--- src/dtw_pkg.sv ---
// Purpose: Shared constants and types for the dual 8-bit timer block
// Assumes: APB slave, 32-bit data, one word per register
// Notes: Printed offsets are indices; byte address is index times four
`default_nettype none
package dtw_pkg;
    // Register indices as printed
    localparam logic [9:0] IDX_IRQ_FLAGS = 10'h002;
    localparam logic [9:0] IDX_PORT_A_MODE = 10'h004;
    localparam logic [9:0] IDX_T1_MODE = 10'h009;
    localparam logic [9:0] IDX_T1_LOAD_LO = 10'h00A;
    localparam logic [9:0] IDX_T1_LOAD_HI = 10'h00B;
    localparam logic [9:0] IDX_T2_MODE = 10'h00D;
    localparam logic [9:0] IDX_T2_LOAD_LO = 10'h00E;
    localparam logic [9:0] IDX_T2_LOAD_HI = 10'h00F;
    localparam logic [9:0] IDX_MISC = 10'h020;
    localparam logic [9:0] IDX_PIN_SEL = 10'h024;
    localparam logic [9:0] IDX_EDGE_SEL = 10'h026;
    // Field positions
    localparam int T1_IRQ_BIT = 0;
    localparam int T2_IRQ_BIT = 2;
    localparam int WDOG_ON_BIT = 1;
    localparam int TOUT_EN_BIT = 2;
    localparam int MODE_RELOAD_BIT = 3;
    // Reset values and counter overflow value
    localparam logic [3:0] NIB_RST = 4'h0;
    localparam logic [1:0] EDGE_RST = 2'h0;
    localparam logic [7:0] CNT_MAX = 8'hFF;
    localparam logic [7:0] CNT_ZERO = 8'h00;
    // Mode change delay: two instruction cycles, one clock each
    localparam int MODE_DELAY_INSTR = 2;
    localparam int CLK_PER_INSTR = 1;
    localparam logic [1:0] MODE_DELAY_CYC =
        2'(MODE_DELAY_INSTR * CLK_PER_INSTR);
    // External event input is the eighth first-timer clock choice
    localparam logic [2:0] SRC_EVENT = 3'h7;
    localparam int PRESC_W = 11;
    localparam logic [31:0] RD_ZERO = 32'h0000_0000;

    typedef struct packed {
        logic [3:0] hi;
        logic [3:0] lo;
    } dtw_byte_type;

    typedef enum logic [1:0] {
        EDGE_RISE = 2'b00,
        EDGE_FALL = 2'b01,
        EDGE_BOTH = 2'b10,
        EDGE_NONE = 2'b11
    } dtw_edge_type;
endpackage : dtw_pkg
`default_nettype wire

--- src/dtw_timers.sv ---
// Purpose: Two 8-bit timers, watchdog and pulse output behind APB
// Assumes: 20 MHz i_clk, synchronous active-high reset, one wait state
// Notes: Count registers answer reads; load registers take writes
//
// Function
// - Edge-select register, two bits, write only, clears to zero on reset.
// - First timer load low nibble resets to zero; high nibble undefined.
// - Writing load low nibble only stores it; counter unchanged.
// - Writing load high nibble loads counter with full eight-bit value.
// - High-only write reloads counter using the retained low nibble.
// - Reading count high returns high nibble and latches low nibble.
// - Later low read returns the latched nibble, forming coherent count.
// - Event pin select register is write only, reset to zero.
// - Second timer mode: four bits, reload flag plus prescaler choice.
// - New second timer mode takes effect two instruction cycles later.
// - Second timer counts up, overflows at FF, reloads or restarts.
// - Second timer overflow sets sticky flag, cleared by software or reset.
// - Watchdog on: any second timer overflow requests a full reset.
// - Timer output drives pin only when enabled; resets to zero.
// - Pulse output duty and period follow mode and load value.
// - Second timer load and read registers follow the same protocol.
// - First timer counts up, overflows past FF, reloads or restarts.
// - First timer overflow sets sticky flag, cleared by software or reset.
//
// The APB slave port is this design's own decision.
`default_nettype none
module dtw_timers
    import dtw_pkg::*;
#(
    // Taps are fixed bits, so the divider cannot be narrower
    parameter int PRESC_BITS = PRESC_W
) (
    input wire logic i_clk,
    input wire logic i_sys_rst,
    input wire logic i_psel,
    input wire logic i_penable,
    input wire logic i_pwrite,
    input wire logic [11:0] i_paddr,
    input wire logic [31:0] i_pwdata,
    input wire logic [3:0] i_pstrb,
    input wire logic i_event_input_pin,
    output logic [31:0] o_prdata,
    output logic o_pready,
    output logic o_pslverr,
    output logic o_watchdog_reset_req,
    output logic o_timer_pulse_output_pin,
    output logic o_timer_pulse_output_oe_n,
    output logic o_first_timer_irq_flag,
    output logic o_second_timer_irq_flag
);
    logic [2:0] evt_sync_ff;
    logic evt_level_ff;
    logic [PRESC_BITS-1:0] presc_ff;
    logic [3:0] t1_mode_ff;
    logic [1:0] first_timer_edge_select_ff;
    logic [3:0] event_pin_select_ff;
    dtw_byte_type t1_load_ff;
    logic [7:0] first_timer_counter_ff;
    logic [3:0] t1_latch_ff;
    logic [3:0] second_timer_mode_ff;
    logic [3:0] t2_mode_pend_ff;
    logic [1:0] t2_mode_dly_ff;
    dtw_byte_type t2_load_ff;
    logic [7:0] second_timer_counter_ff;
    logic [3:0] t2_latch_ff;
    logic [3:0] port_a_mode_ff;
    logic watchdog_on_flag_ff;
    logic first_timer_irq_flag_ff;
    logic second_timer_irq_flag_ff;
    logic pulse_ff;
    logic tout_oe_n_ff;
    logic wdog_req_ff;
    logic [31:0] prdata_ff;
    logic pready_ff;
    logic pslverr_ff;

    logic access;
    logic wr;
    logic rd;
    logic [9:0] idx;
    logic word_ok;
    logic mapped;
    logic [3:0] wnib;
    logic evt_rise;
    logic evt_fall;
    logic evt_edge;
    logic t1_tick;
    logic t2_tick;
    logic t1_ovf;
    logic t2_ovf;
    logic [PRESC_BITS-1:0] presc_nxt;
    logic [PRESC_BITS-1:0] presc_rise;
    logic [7:0] nxt_t1_cnt;
    logic [7:0] nxt_t2_cnt;

    // Registered pready answers in the second access cycle; one wait state
    assign access = i_psel && i_penable && !pready_ff;
    assign idx = i_paddr[11:2];
    assign word_ok = (i_paddr[1:0] == 2'b00);
    assign wr = access && i_pwrite && i_pstrb[0] && word_ok;
    assign rd = access && !i_pwrite && word_ok;
    assign wnib = i_pwdata[3:0];
    always_comb begin
        case (idx)
            IDX_IRQ_FLAGS, IDX_PORT_A_MODE, IDX_T1_MODE, IDX_T1_LOAD_LO,
            IDX_T1_LOAD_HI, IDX_T2_MODE, IDX_T2_LOAD_LO, IDX_T2_LOAD_HI,
            IDX_MISC, IDX_PIN_SEL, IDX_EDGE_SEL: mapped = word_ok;
            default: mapped = 1'b0;
        endcase
    end

    // Three-stage pin synchroniser; stage one feeds only stage two
    always_ff @(posedge i_clk) begin
        if (i_sys_rst) begin
            evt_sync_ff <= 3'b000;
        end else begin
            evt_sync_ff <= {evt_sync_ff[1:0], i_event_input_pin};
        end
    end
    always_ff @(posedge i_clk) begin
        if (i_sys_rst) begin
            evt_level_ff <= 1'b0;
        end else if (evt_sync_ff[1] == evt_sync_ff[2]) begin
            evt_level_ff <= evt_sync_ff[2];
        end
    end
    assign evt_rise = (evt_sync_ff[1] == evt_sync_ff[2])
        && evt_sync_ff[2] && !evt_level_ff;
    assign evt_fall = (evt_sync_ff[1] == evt_sync_ff[2])
        && !evt_sync_ff[2] && evt_level_ff;
    always_comb begin
        case (dtw_edge_type'(first_timer_edge_select_ff))
            EDGE_RISE: evt_edge = evt_rise;
            EDGE_FALL: evt_edge = evt_fall;
            EDGE_BOTH: evt_edge = evt_rise || evt_fall;
            default: evt_edge = 1'b0;
        endcase
    end

    if (PRESC_BITS < PRESC_W) begin : g_presc_chk
        $error("Prescaler narrower than its slowest tap");
    end

    // Shared prescaler; a tick is a rising edge of a chosen tap
    assign presc_nxt = presc_ff + 1'b1;
    assign presc_rise = presc_nxt & ~presc_ff;
    always_ff @(posedge i_clk) begin
        if (i_sys_rst) begin
            presc_ff <= '0;
        end else begin
            presc_ff <= presc_nxt;
        end
    end
    // Divider ladder 2048,512,128,32,8,4,2 then the last entry
    function automatic logic pick_tap(input logic [2:0] sel,
                                      input logic [PRESC_BITS-1:0] r);
        case (sel)
            3'h0: pick_tap = r[10];
            3'h1: pick_tap = r[8];
            3'h2: pick_tap = r[6];
            3'h3: pick_tap = r[4];
            3'h4: pick_tap = r[2];
            3'h5: pick_tap = r[1];
            3'h6: pick_tap = r[0];
            default: pick_tap = 1'b1;
        endcase
    endfunction
    // Event source counts only when the pin is routed to the timer
    assign t1_tick = (t1_mode_ff[2:0] == SRC_EVENT)
        ? (evt_edge && event_pin_select_ff[0])
        : pick_tap(t1_mode_ff[2:0], presc_rise);
    assign t2_tick = pick_tap(second_timer_mode_ff[2:0], presc_rise);
    assign t1_ovf = t1_tick && (first_timer_counter_ff == CNT_MAX);
    assign t2_ovf = t2_tick && (second_timer_counter_ff == CNT_MAX);

    // Configuration registers; write only except the watchdog enable
    always_ff @(posedge i_clk) begin
        if (i_sys_rst) begin
            first_timer_edge_select_ff <= EDGE_RST;
            event_pin_select_ff <= NIB_RST;
            t1_mode_ff <= NIB_RST;
            port_a_mode_ff <= NIB_RST;
            tout_oe_n_ff <= 1'b1;
            watchdog_on_flag_ff <= 1'b0;
        end else if (wr) begin
            if (idx == IDX_EDGE_SEL) begin
                first_timer_edge_select_ff <= wnib[1:0];
            end
            if (idx == IDX_PIN_SEL) begin
                event_pin_select_ff <= wnib;
            end
            if (idx == IDX_T1_MODE) begin
                t1_mode_ff <= wnib;
            end
            if (idx == IDX_PORT_A_MODE) begin
                port_a_mode_ff <= wnib;
                tout_oe_n_ff <= !wnib[TOUT_EN_BIT];
            end
            if (idx == IDX_MISC) begin
                watchdog_on_flag_ff <= wnib[WDOG_ON_BIT];
            end
        end
    end

    // Mode write held back so it lands two cycles later
    always_ff @(posedge i_clk) begin
        if (i_sys_rst) begin
            second_timer_mode_ff <= NIB_RST;
            t2_mode_pend_ff <= NIB_RST;
            t2_mode_dly_ff <= 2'b00;
        end else if (wr && idx == IDX_T2_MODE) begin
            t2_mode_pend_ff <= wnib;
            t2_mode_dly_ff <= MODE_DELAY_CYC;
        end else if (t2_mode_dly_ff == 2'b01) begin
            second_timer_mode_ff <= t2_mode_pend_ff;
            t2_mode_dly_ff <= 2'b00;
        end else if (t2_mode_dly_ff != 2'b00) begin
            t2_mode_dly_ff <= t2_mode_dly_ff - 2'b01;
        end
    end

    // Load registers; high nibble is left unreset as on the part
    always_ff @(posedge i_clk) begin
        if (i_sys_rst) begin
            t1_load_ff.lo <= NIB_RST;
            t2_load_ff.lo <= NIB_RST;
        end else if (wr) begin
            if (idx == IDX_T1_LOAD_LO) begin
                t1_load_ff.lo <= wnib;
            end
            if (idx == IDX_T2_LOAD_LO) begin
                t2_load_ff.lo <= wnib;
            end
            if (idx == IDX_T1_LOAD_HI) begin
                t1_load_ff.hi <= wnib;
            end
            if (idx == IDX_T2_LOAD_HI) begin
                t2_load_ff.hi <= wnib;
            end
        end
    end

    // Counters: high write loads, else count, overflow reloads or zeroes
    always_comb begin
        nxt_t1_cnt = first_timer_counter_ff;
        if (wr && idx == IDX_T1_LOAD_HI) begin
            nxt_t1_cnt = {wnib, t1_load_ff.lo};
        end else if (t1_ovf) begin
            nxt_t1_cnt = t1_mode_ff[MODE_RELOAD_BIT]
                ? t1_load_ff : CNT_ZERO;
        end else if (t1_tick) begin
            nxt_t1_cnt = first_timer_counter_ff + 8'h01;
        end
    end
    always_comb begin
        nxt_t2_cnt = second_timer_counter_ff;
        if (wr && idx == IDX_T2_LOAD_HI) begin
            nxt_t2_cnt = {wnib, t2_load_ff.lo};
        end else if (t2_ovf) begin
            nxt_t2_cnt = second_timer_mode_ff[MODE_RELOAD_BIT]
                ? t2_load_ff : CNT_ZERO;
        end else if (t2_tick) begin
            nxt_t2_cnt = second_timer_counter_ff + 8'h01;
        end
    end
    always_ff @(posedge i_clk) begin
        if (i_sys_rst) begin
            first_timer_counter_ff <= CNT_ZERO;
            second_timer_counter_ff <= CNT_ZERO;
        end else begin
            first_timer_counter_ff <= nxt_t1_cnt;
            second_timer_counter_ff <= nxt_t2_cnt;
        end
    end

    // High read latches low nibble for a coherent pair
    always_ff @(posedge i_clk) begin
        if (i_sys_rst) begin
            t1_latch_ff <= NIB_RST;
            t2_latch_ff <= NIB_RST;
        end else if (rd) begin
            if (idx == IDX_T1_LOAD_HI) begin
                t1_latch_ff <= first_timer_counter_ff[3:0];
            end
            if (idx == IDX_T2_LOAD_HI) begin
                t2_latch_ff <= second_timer_counter_ff[3:0];
            end
        end
    end

    // Sticky flags; an overflow beats a same-cycle clear
    always_ff @(posedge i_clk) begin
        if (i_sys_rst) begin
            first_timer_irq_flag_ff <= 1'b0;
            second_timer_irq_flag_ff <= 1'b0;
        end else begin
            if (t1_ovf) begin
                first_timer_irq_flag_ff <= 1'b1;
            end else if (wr && idx == IDX_IRQ_FLAGS) begin
                first_timer_irq_flag_ff <= wnib[T1_IRQ_BIT];
            end
            if (t2_ovf) begin
                second_timer_irq_flag_ff <= 1'b1;
            end else if (wr && idx == IDX_IRQ_FLAGS) begin
                second_timer_irq_flag_ff <= wnib[T2_IRQ_BIT];
            end
        end
    end

    // One-cycle request; the system reset it causes clears the block
    always_ff @(posedge i_clk) begin
        if (i_sys_rst) begin
            wdog_req_ff <= 1'b0;
        end else begin
            wdog_req_ff <= t2_ovf && watchdog_on_flag_ff;
        end
    end

    // Pulse: high from overflow until count passes load, low till FF
    always_ff @(posedge i_clk) begin
        if (i_sys_rst) begin
            pulse_ff <= 1'b0;
        end else if (!port_a_mode_ff[TOUT_EN_BIT]) begin
            pulse_ff <= 1'b0;
        end else begin
            pulse_ff <= (nxt_t2_cnt <= t2_load_ff);
        end
    end

    // APB read data and answer
    always_ff @(posedge i_clk) begin
        if (i_sys_rst) begin
            prdata_ff <= RD_ZERO;
        end else if (rd) begin
            prdata_ff <= RD_ZERO;
            case (idx)
                IDX_T1_LOAD_HI:
                    prdata_ff[3:0] <= first_timer_counter_ff[7:4];
                IDX_T1_LOAD_LO: prdata_ff[3:0] <= t1_latch_ff;
                IDX_T2_LOAD_HI:
                    prdata_ff[3:0] <= second_timer_counter_ff[7:4];
                IDX_T2_LOAD_LO: prdata_ff[3:0] <= t2_latch_ff;
                IDX_IRQ_FLAGS: begin
                    prdata_ff[T1_IRQ_BIT] <= first_timer_irq_flag_ff;
                    prdata_ff[T2_IRQ_BIT] <= second_timer_irq_flag_ff;
                end
                IDX_MISC: prdata_ff[WDOG_ON_BIT] <= watchdog_on_flag_ff;
                default: prdata_ff <= RD_ZERO;
            endcase
        end
    end
    always_ff @(posedge i_clk) begin
        if (i_sys_rst) begin
            pready_ff <= 1'b0;
            pslverr_ff <= 1'b0;
        end else begin
            pready_ff <= access;
            pslverr_ff <= access && !mapped;
        end
    end

    assign o_prdata = prdata_ff;
    assign o_pready = pready_ff;
    assign o_pslverr = pslverr_ff;
    assign o_watchdog_reset_req = wdog_req_ff;
    assign o_timer_pulse_output_pin = pulse_ff;
    // Own flop so the pin enable carries no gate after the register
    assign o_timer_pulse_output_oe_n = tout_oe_n_ff;
    assign o_first_timer_irq_flag = first_timer_irq_flag_ff;
    assign o_second_timer_irq_flag = second_timer_irq_flag_ff;
endmodule // dtw_timers
`default_nettype wire

--- config.mk ---
export PLATFORM = sky130hd
export DESIGN_NAME = dtw_timers
export DESIGN_NICKNAME = d
export VERILOG_FILES = /design/src/dtw_pkg.sv /design/src/dtw_timers.sv
export SDC_FILE = /design/constraint.sdc
export NUM_CORES = 1
export LEC_CHECK = 0
export ABC_AREA = 0
export BUFFER_PORTS_ARGS = -buffer_cell sky130_fd_sc_hd__buf_4
export CORE_MARGIN = 3
export CORE_UTILIZATION = 50
export CTS_BUF_LIST = sky130_fd_sc_hd__clkbuf_4
export CTS_CLUSTER_SIZE = 12
export DETAILED_ROUTE_END_ITERATION = 10
export PLACE_DENSITY_LB_ADDON = 0.1
export SETUP_SLACK_MARGIN = 0.05
export SLEW_MARGIN = 30
export SYNTH_ARGS = -nofsm -noshare
export SYNTH_HDL_FRONTEND = slang
export SYNTH_SLANG_ARGS = --single-unit
--- constraint.sdc ---
create_clock -name i_clk -period 4.61 [get_ports i_clk]
set_input_delay 0.922 -clock i_clk [delete_from_list [all_inputs] [get_ports i_clk]]
set_output_delay 0.922 -clock i_clk [all_outputs]
set_load 0.1 [all_outputs]
* Word level (Yosys, flattened, before mapping) *
Index checks and enable logic that the tools add are counted.

operators by class
  $add $sub $neg = 4
  magnitude comparators = 1
  eq/ne operators = 30
  multiplexer cells = 24
  bitwise gates (word level) = 5
  reduce and logical (&&, ||, !) cells = 51

operator list
  kind                   count
  $mux 8                 8
  $eq 10x4->1 const B    6
  $eq 10x6->1 const B    3
  $eq 3x3->1 const B     7
  $logic_and 1x1->1      20
  $reduce_and 2->1       10
  $add 8x1->8 const B    2
  $eq 8x8->1 const B     2
  $pmux 1 s5             3
  $pmux 1 s7             2
  $eq 3x2->1 const B     4
  $add 11x1->11 const B  1
  $and 11x11->11         1
  $not 11->11            1
  $reduce_or 11->1       1
  $eq 10x2->1 const B    1
  $eq 10x3->1 const B    1
  $le 8x8->1             1
  $eq 3x1->1 const B     2
  $logic_not 1->1        6
  $logic_not 3->1        2
  $mux 1                 6
  $mux 2                 3
  $reduce_and 3->1       2
  13 further kinds       20

word-level totals
  register bits after elaboration = 87
  input bits = 54
  output and inout bits = 39
  word-level logic and storage cells = 143

* Logic depth before layout (Yosys ltp) *
  depth after elaboration = 10
  depth in mapped cells = 19
  gate-level depth less buffers = 18

* Least setup slack after synthesis *
OpenSTA, ideal clock, no wires.

  kind = reg2reg
  start = register presc_ff[0]
  end = register pulse_ff (netlist: o_timer_pulse_output_pin)
  data arrival time = 3.678 ns
  data required time = 4.540 ns
  path slack = 0.862 ns
  cell stages (with the launch flop) = 20
  buffers on the path = 1
  path through = dfxtp_1 -> ha_1 -> and3_1 -> and3_1 -> and3_1 -> ha_1 -> mux4_2 -> or2_2 -> clkbuf_1 -> nand2_1 -> mux2i_1 -> a2bb2oi_1 -> inv_1 -> ha_1 -> nor2b_1 -> o21a_1 -> o21a_1 -> o21ai_0 -> nand3b_1 -> a21oi_1

on the way
  word-level cells in the longest chain between the ends = 7
  elaborated cells between the ends (all ways) = 9
  classes of those cells = add/sub (1); order compare (1); mux (4); bitwise (2); reduce/logical (1)

ends and longest elaborated chain
  what                                                 RTL line                              source
  from (decl)                                          dtw_timers.sv:53                      logic [PRESC_BITS-1:0] presc_ff;
  from (signal assigned)                               dtw_timers.sv:151                     presc_ff <= presc_nxt;
  $add 11x1->11 / $not 11->11 (equally long branches)  dtw_timers.sv:145, dtw_timers.sv:146
  $and 11x11->11 *                                     dtw_timers.sv:146                     assign presc_rise = presc_nxt & ~presc_ff;
  $pmux 1 s7 *                                         dtw_timers.sv:157                     case (sel)
  $mux 8 / $logic_and 1x1->1 (equally long branches)   dtw_timers.sv:262, dtw_timers.sv:174
  $mux 8 *                                             dtw_timers.sv:259                     end else if (t2_ovf) begin
  $mux 8 *                                             dtw_timers.sv:257                     if (wr && idx == IDX_T2_LOAD_HI) begin
  net nxt_t2_cnt[1]                                    dtw_timers.sv:94                      logic [7:0] nxt_t2_cnt;
  $le 8x8->1 *                                         dtw_timers.sv:326                     pulse_ff <= (nxt_t2_cnt <= t2_load_ff);
  to (signal assigned)                                 dtw_timers.sv:326
  to (decl)                                            dtw_timers.sv:70                      logic pulse_ff;

The timed path passes the listed nets; every way through them passes the cells marked *.
A chain may end at the register's enable or synchronous reset.

* Worst setup path after layout *
Same ends and word-level chain as after synthesis.

==> summary.md <==
Post-CTS timing repair inserted 0 buffers for setup. Power spread over the standard cell area amounts to 270 mW/mm². In the detailed route, the total length drawn on met2 is 4720 µm. Setup repair after global routing left no endpoint under its margin. TritonCTS built the clock tree. In the layout the commonest cells are 85 x sky130_fd_sc_hd__nor2_1, 77 x sky130_fd_sc_hd__dfxtp_1, 36 x sky130_fd_sc_hd__mux2i_1. Buffers inserted during clock tree synthesis total 9. Number of max-slew violations in the final report: 0. The number of nets with antenna violations after routing is 0. The buffer and inverter count on the worst path is 1, and the minimum setup slack in the final design is 522 ps. The initial antenna violation count was 0; the CTS clock-pin slew for the worst setup and hold paths was 130 ps. Walking the worst path, the cells encountered are ha_1 > and3_1 > and3_1 > and3_1 > ha_1 > mux4_2 > or2_2 > nand2_1 > mux2i_1 > a2bb2oi_1 > inv_1 > ha_1 > nor2b_1 > o21a_1 > o21a_1 > o21ai_0 > nand3b_1 > a21oi_1.

The depth of the most critical reg-to-reg path came out at 18. Buffers inserted to repair hold after CTS numbered 0. The floorplan step defined a core boundary enclosing 0.00876 mm². The highest fanout seen on the critical path came out at 8.

The number of setup violations in the final report was 0; the worst setup slack after placement was 547 ps. The tools report the initial core utilization as 51.7%. Standard cell with the maximum stage delay on the critical path: sky130_fd_sc_hd__mux4_2. The share of layout cells above drive strength 1 was 13.3%; the fraction of power consumed by sequential logic was 57.7%. For this run, the post-layout net count is 603. In this run the cell area of the synthesized design comes to 0.00453 mm².

During synthesis, Yosys emitted a total of 0 warnings. The number of cells on the worst hold path works out to 1. In the routed design, unresolved DRC markers number 0. The routed design could run at a clock period as short as 4090 ps.

The logs give 40.4% for the headroom to the max-slew limit and 2 for the clock tree buffer depth. The post-DP HPWL was 7110 µm; the number of flip-flops and latches in the synthesized netlist was 85. By area the synthesized netlist is led by sky130_fd_sc_hd__dfxtp_1 34%, sky130_fd_sc_hd__mux2i_1 8.0%, sky130_fd_sc_hd__nor2_1 7.0%, sky130_fd_sc_hd__edfxtp_1 5.3%, sky130_fd_sc_hd__ha_1 5.2%. In the final routed layout, each cell accounts on average for 15.2 µm.

For the cell total after placement, the log shows 627. The proportion of register bits with asynchronous set or reset after synthesis was 0%. The run gives 510 as the number of standard cells after synthesis. Clock tree synthesis selected as its root buffer the cell sky130_fd_sc_hd__clkbuf_4. For the fraction of power consumed by combinational cells, the log shows 13.2%. After detailed routing, the wire length on met1 is 4480 µm. The run gives 5 as the total iterations of the first detailed-routing run. The arrival time reported for the critical path endpoint was 4430 ps.

Number of top-level pins: 93. In the global route stage, overall resource usage came out at 19.7%. Setup slack on the worst reg-to-reg path comes out at 520 ps.

The cell family contributing the most delay on the critical path is simple AND/OR/NAND/NOR gates. Summed over all instances, the cell type with the most area after synthesis is sky130_fd_sc_hd__dfxtp_1. The slew at the pin with the worst max-slew slack is 888 ps, and the floorplan die width is 101 µm. After the flow finishes, the layout carries non-filler instances totaling 643. Number of hold violations in the final report: 0.

The post-synthesis sequential area ratio was 39.3%. The part of the power in the clock network is 29.1%. The library cell used most frequently in the layout, excluding fill and tap cells, is sky130_fd_sc_hd__nor2_1. The kind of path behind the tightest hold check was flop to flop.

The antenna cell count came out at 0. Timing would allow up to 245 MHz. Input and output buffers added on the ports amount to 33.

The share of the clock period used by the worst path after layout is 88.7%, and the aggregate global routing overflow is 0. The peak per-stage delay on the critical path was 450 ps; the final hold slack was 464 ps. The average cell area after synthesis works out to 8.88 µm². The filler cells instantiated in the layout total 822. For the total negative setup slack, the log shows 0 ps.

The path with the worst hold slack has its endpoint at evt_sync_ff[1]$_SDFF_PP0_. Using the TritonRoute via totals, the vias-per-cell ratio works out to 5.54. The switching power total is 0.000402 W, and the post-layout total power is 0.00131 W.

The wire length on met3 came out at 479 µm. The number of synthesized flops with an enable pin was 8; the area growth from synthesis to layout was 6.63%. The tools report the cell-internal power as 0.000904 W. The run gives 3561 as the via total after detailed routing. The H-tree was split into 3 levels. The maximum VDD drop came out at 0.170 mV. The final weighted congestion of routability-driven global placement came out at 0.863. The tools report the startpoint of the worst register-to-register path as presc_ff[0]$_SDFF_PP0_. STA classifies the critical path startpoint as a flop. Net switching is 30.8% of the power. The logs give 20.3 ps for the worst setup skew after layout and 81 for the maximum number of pins on one net before global-route repair. The worst hold path begins at evt_sync_ff[0]$_SDFF_PP0_. The cell leakage power was 1.94 nW. The fraction of post-synthesis cell area in the top cell type by area is 34.0%, and the number of cells upsized or downsized after cts is 0. The tree built by TritonCTS fans out to 85 sinks.

The die covers 0.0102 mm². The top metal layer carrying routed signals was met4. The worst setup path is captured at a flop.

The tools report the endpoint of the worst register-to-register path as o_timer_pulse_output_pin$_SDFF_PP0_. The site row count is 34. The critical path is of the flop to flop type. Wires add up to 9790 µm. Global-route wire length before repair: 16100 µm. For the clock network latency to the later pin of the worst-skew pair, the log shows 430 ps.

The number of violations of the max-capacitance limit is 0. Among all flip-flop cells after synthesis, the most frequent one is sky130_fd_sc_hd__dfxtp_1. The run finished with clean final reports. For the via count of the first global-routing pass, the log shows 3274. The run gives 4960 ps as the required time at the worst-slack endpoint. From bottom edge to top edge, the die measures 101 µm.

The synthesized netlist contains 66 unique library cells. For this block, the initial DRC count from the detailed router was 166.
[kinds of logic (layout without fill, tap and decap cells)]
logic type / after synthesis / count (layout) / synth area share (%)
simple gates: 207 / 207 / 22.9
buf+inv: 76 / 74 / 9.03
mux: 43 / 43 / 11.2
flops: 85 / 85 / 39.3
fa+ha+maj: 19 / 19 / 5.25
compound gates: 69 / 69 / 10.2
other cells: 1 / 28 / 0.0828
xor+xnor: 10 / 10 / 1.93
[stage by stage]
| stage | area [µm²] | util, % |
|---|---|---|
| after global placement | 4710 | 53.7 |
| after global routing | 4830 | 55.1 |
| final | 4830 | 55.1 |
| after floorplan | 4630 | - |
| after detailed placement | 4710 | 53.8 |
| after CTS | 4830 | 55.1 |
[registers in the layout, indices dropped and copies added, names as in the netlist, 2 cells and up]
signal	flops
evt_sync_ff	3
first_timer_counter_ff	8
first_timer_edge_select_ff	2
o_prdata	4
presc_ff	11
second_timer_counter_ff	8
second_timer_mode_ff	4
t1_latch_ff	4
t1_load_ff	8
t1_mode_ff	4
t2_latch_ff	4
t2_load_ff	8
t2_mode_dly_ff	2
t2_mode_pend_ff	4
[worst max-delay path by stage]
stage | start | to | slack [ps] | cells after the start
final | presc_ff[0]$_SDFF_PP0_ | o_timer_pulse_output_pin$_SDFF_PP0_ | 520 | 18
after detailed placement | i_paddr[6] | o_timer_pulse_output_pin$_SDFF_PP0_ | 550 | 14
after global placement | i_paddr[6] | o_timer_pulse_output_pin$_SDFF_PP0_ | 530 | 14
after global routing | presc_ff[0]$_SDFF_PP0_ | o_timer_pulse_output_pin$_SDFF_PP0_ | 190 | 18
after CTS | presc_ff[0]$_SDFF_PP0_ | o_timer_pulse_output_pin$_SDFF_PP0_ | 500 | 18
after floorplan | presc_ff[0]$_SDFF_PP0_ | o_timer_pulse_output_pin$_SDFF_PP0_ | 860 | 19
[layout make-up]
class                           count  area (µm²)  share of cell area [%]
Multi-Input combinational cell    376        2450                    50.7
Sequential cell                    85        1780                    36.9
Timing Repair Buffer               35         263                    5.44
Tap cell                          108         135                    2.80
Clock buffer                       12        90.1                    1.87
Inverter                           23        86.3                    1.79
Clock inverter                      4        25.0                   0.518
[power by group through the flow]
| stage | Sequential (W) | Clock (W) | Combinational [W] |
|---|---|---|---|
| after CTS | 0.000753 | 0.000391 | 0.000173 |
| after floorplan | 0.000778 | 0 | 0.000152 |
| after detailed placement | 0.000770 | 0 | 0.000173 |
| after global routing | 0.000754 | 0.000421 | 0.000182 |
| final | 0.000753 | 0.000380 | 0.000173 |
| after global placement | 0.000769 | 0 | 0.000172 |
[worst reg2reg max path, delay by kind of cell, from the launching register on]
family                     cells  cell delay (ps)
buffers and inverters          1               60
DFF                            1              380
AOI/OAI and AO/OA              5              850
and+or+nand+nor                7             1360
adders and majority gates      3              700
muxes                          2              690
[cells in the mapped netlist (4+ instances only)]
library cell and number:
sky130_fd_sc_hd__nor3_1 12, sky130_fd_sc_hd__nand2_1 32, sky130_fd_sc_hd__nor4_1 4, sky130_fd_sc_hd__clkbuf_1 15, sky130_fd_sc_hd__mux2i_1 36, sky130_fd_sc_hd__and3_1 13, sky130_fd_sc_hd__buf_1 5, sky130_fd_sc_hd__nor2b_1 8
sky130_fd_sc_hd__a21oi_1 17, sky130_fd_sc_hd__or4_1 4, sky130_fd_sc_hd__buf_4 28, sky130_fd_sc_hd__a211oi_1 6, sky130_fd_sc_hd__edfxtp_1 8, sky130_fd_sc_hd__nand3_1 16, sky130_fd_sc_hd__nor2_1 85, sky130_fd_sc_hd__o21ai_0 9
sky130_fd_sc_hd__a31oi_1 6, sky130_fd_sc_hd__mux4_2 6, sky130_fd_sc_hd__xor2_1 7, sky130_fd_sc_hd__nand2b_1 4, sky130_fd_sc_hd__nand4_1 5, sky130_fd_sc_hd__dfxtp_1 77, sky130_fd_sc_hd__nand3b_1 4, sky130_fd_sc_hd__o31ai_1 4
sky130_fd_sc_hd__ha_1 19, sky130_fd_sc_hd__inv_1 23, sky130_fd_sc_hd__a22oi_1 4
[metal layers]
metal	up-vias	global-route usage, %
met2	84	31.5
met1	1696	27.2
met5	-	0
met4	0	7.16
met3	10	2.96
li1	1771	-
Power figures use the tool's default switching activity.
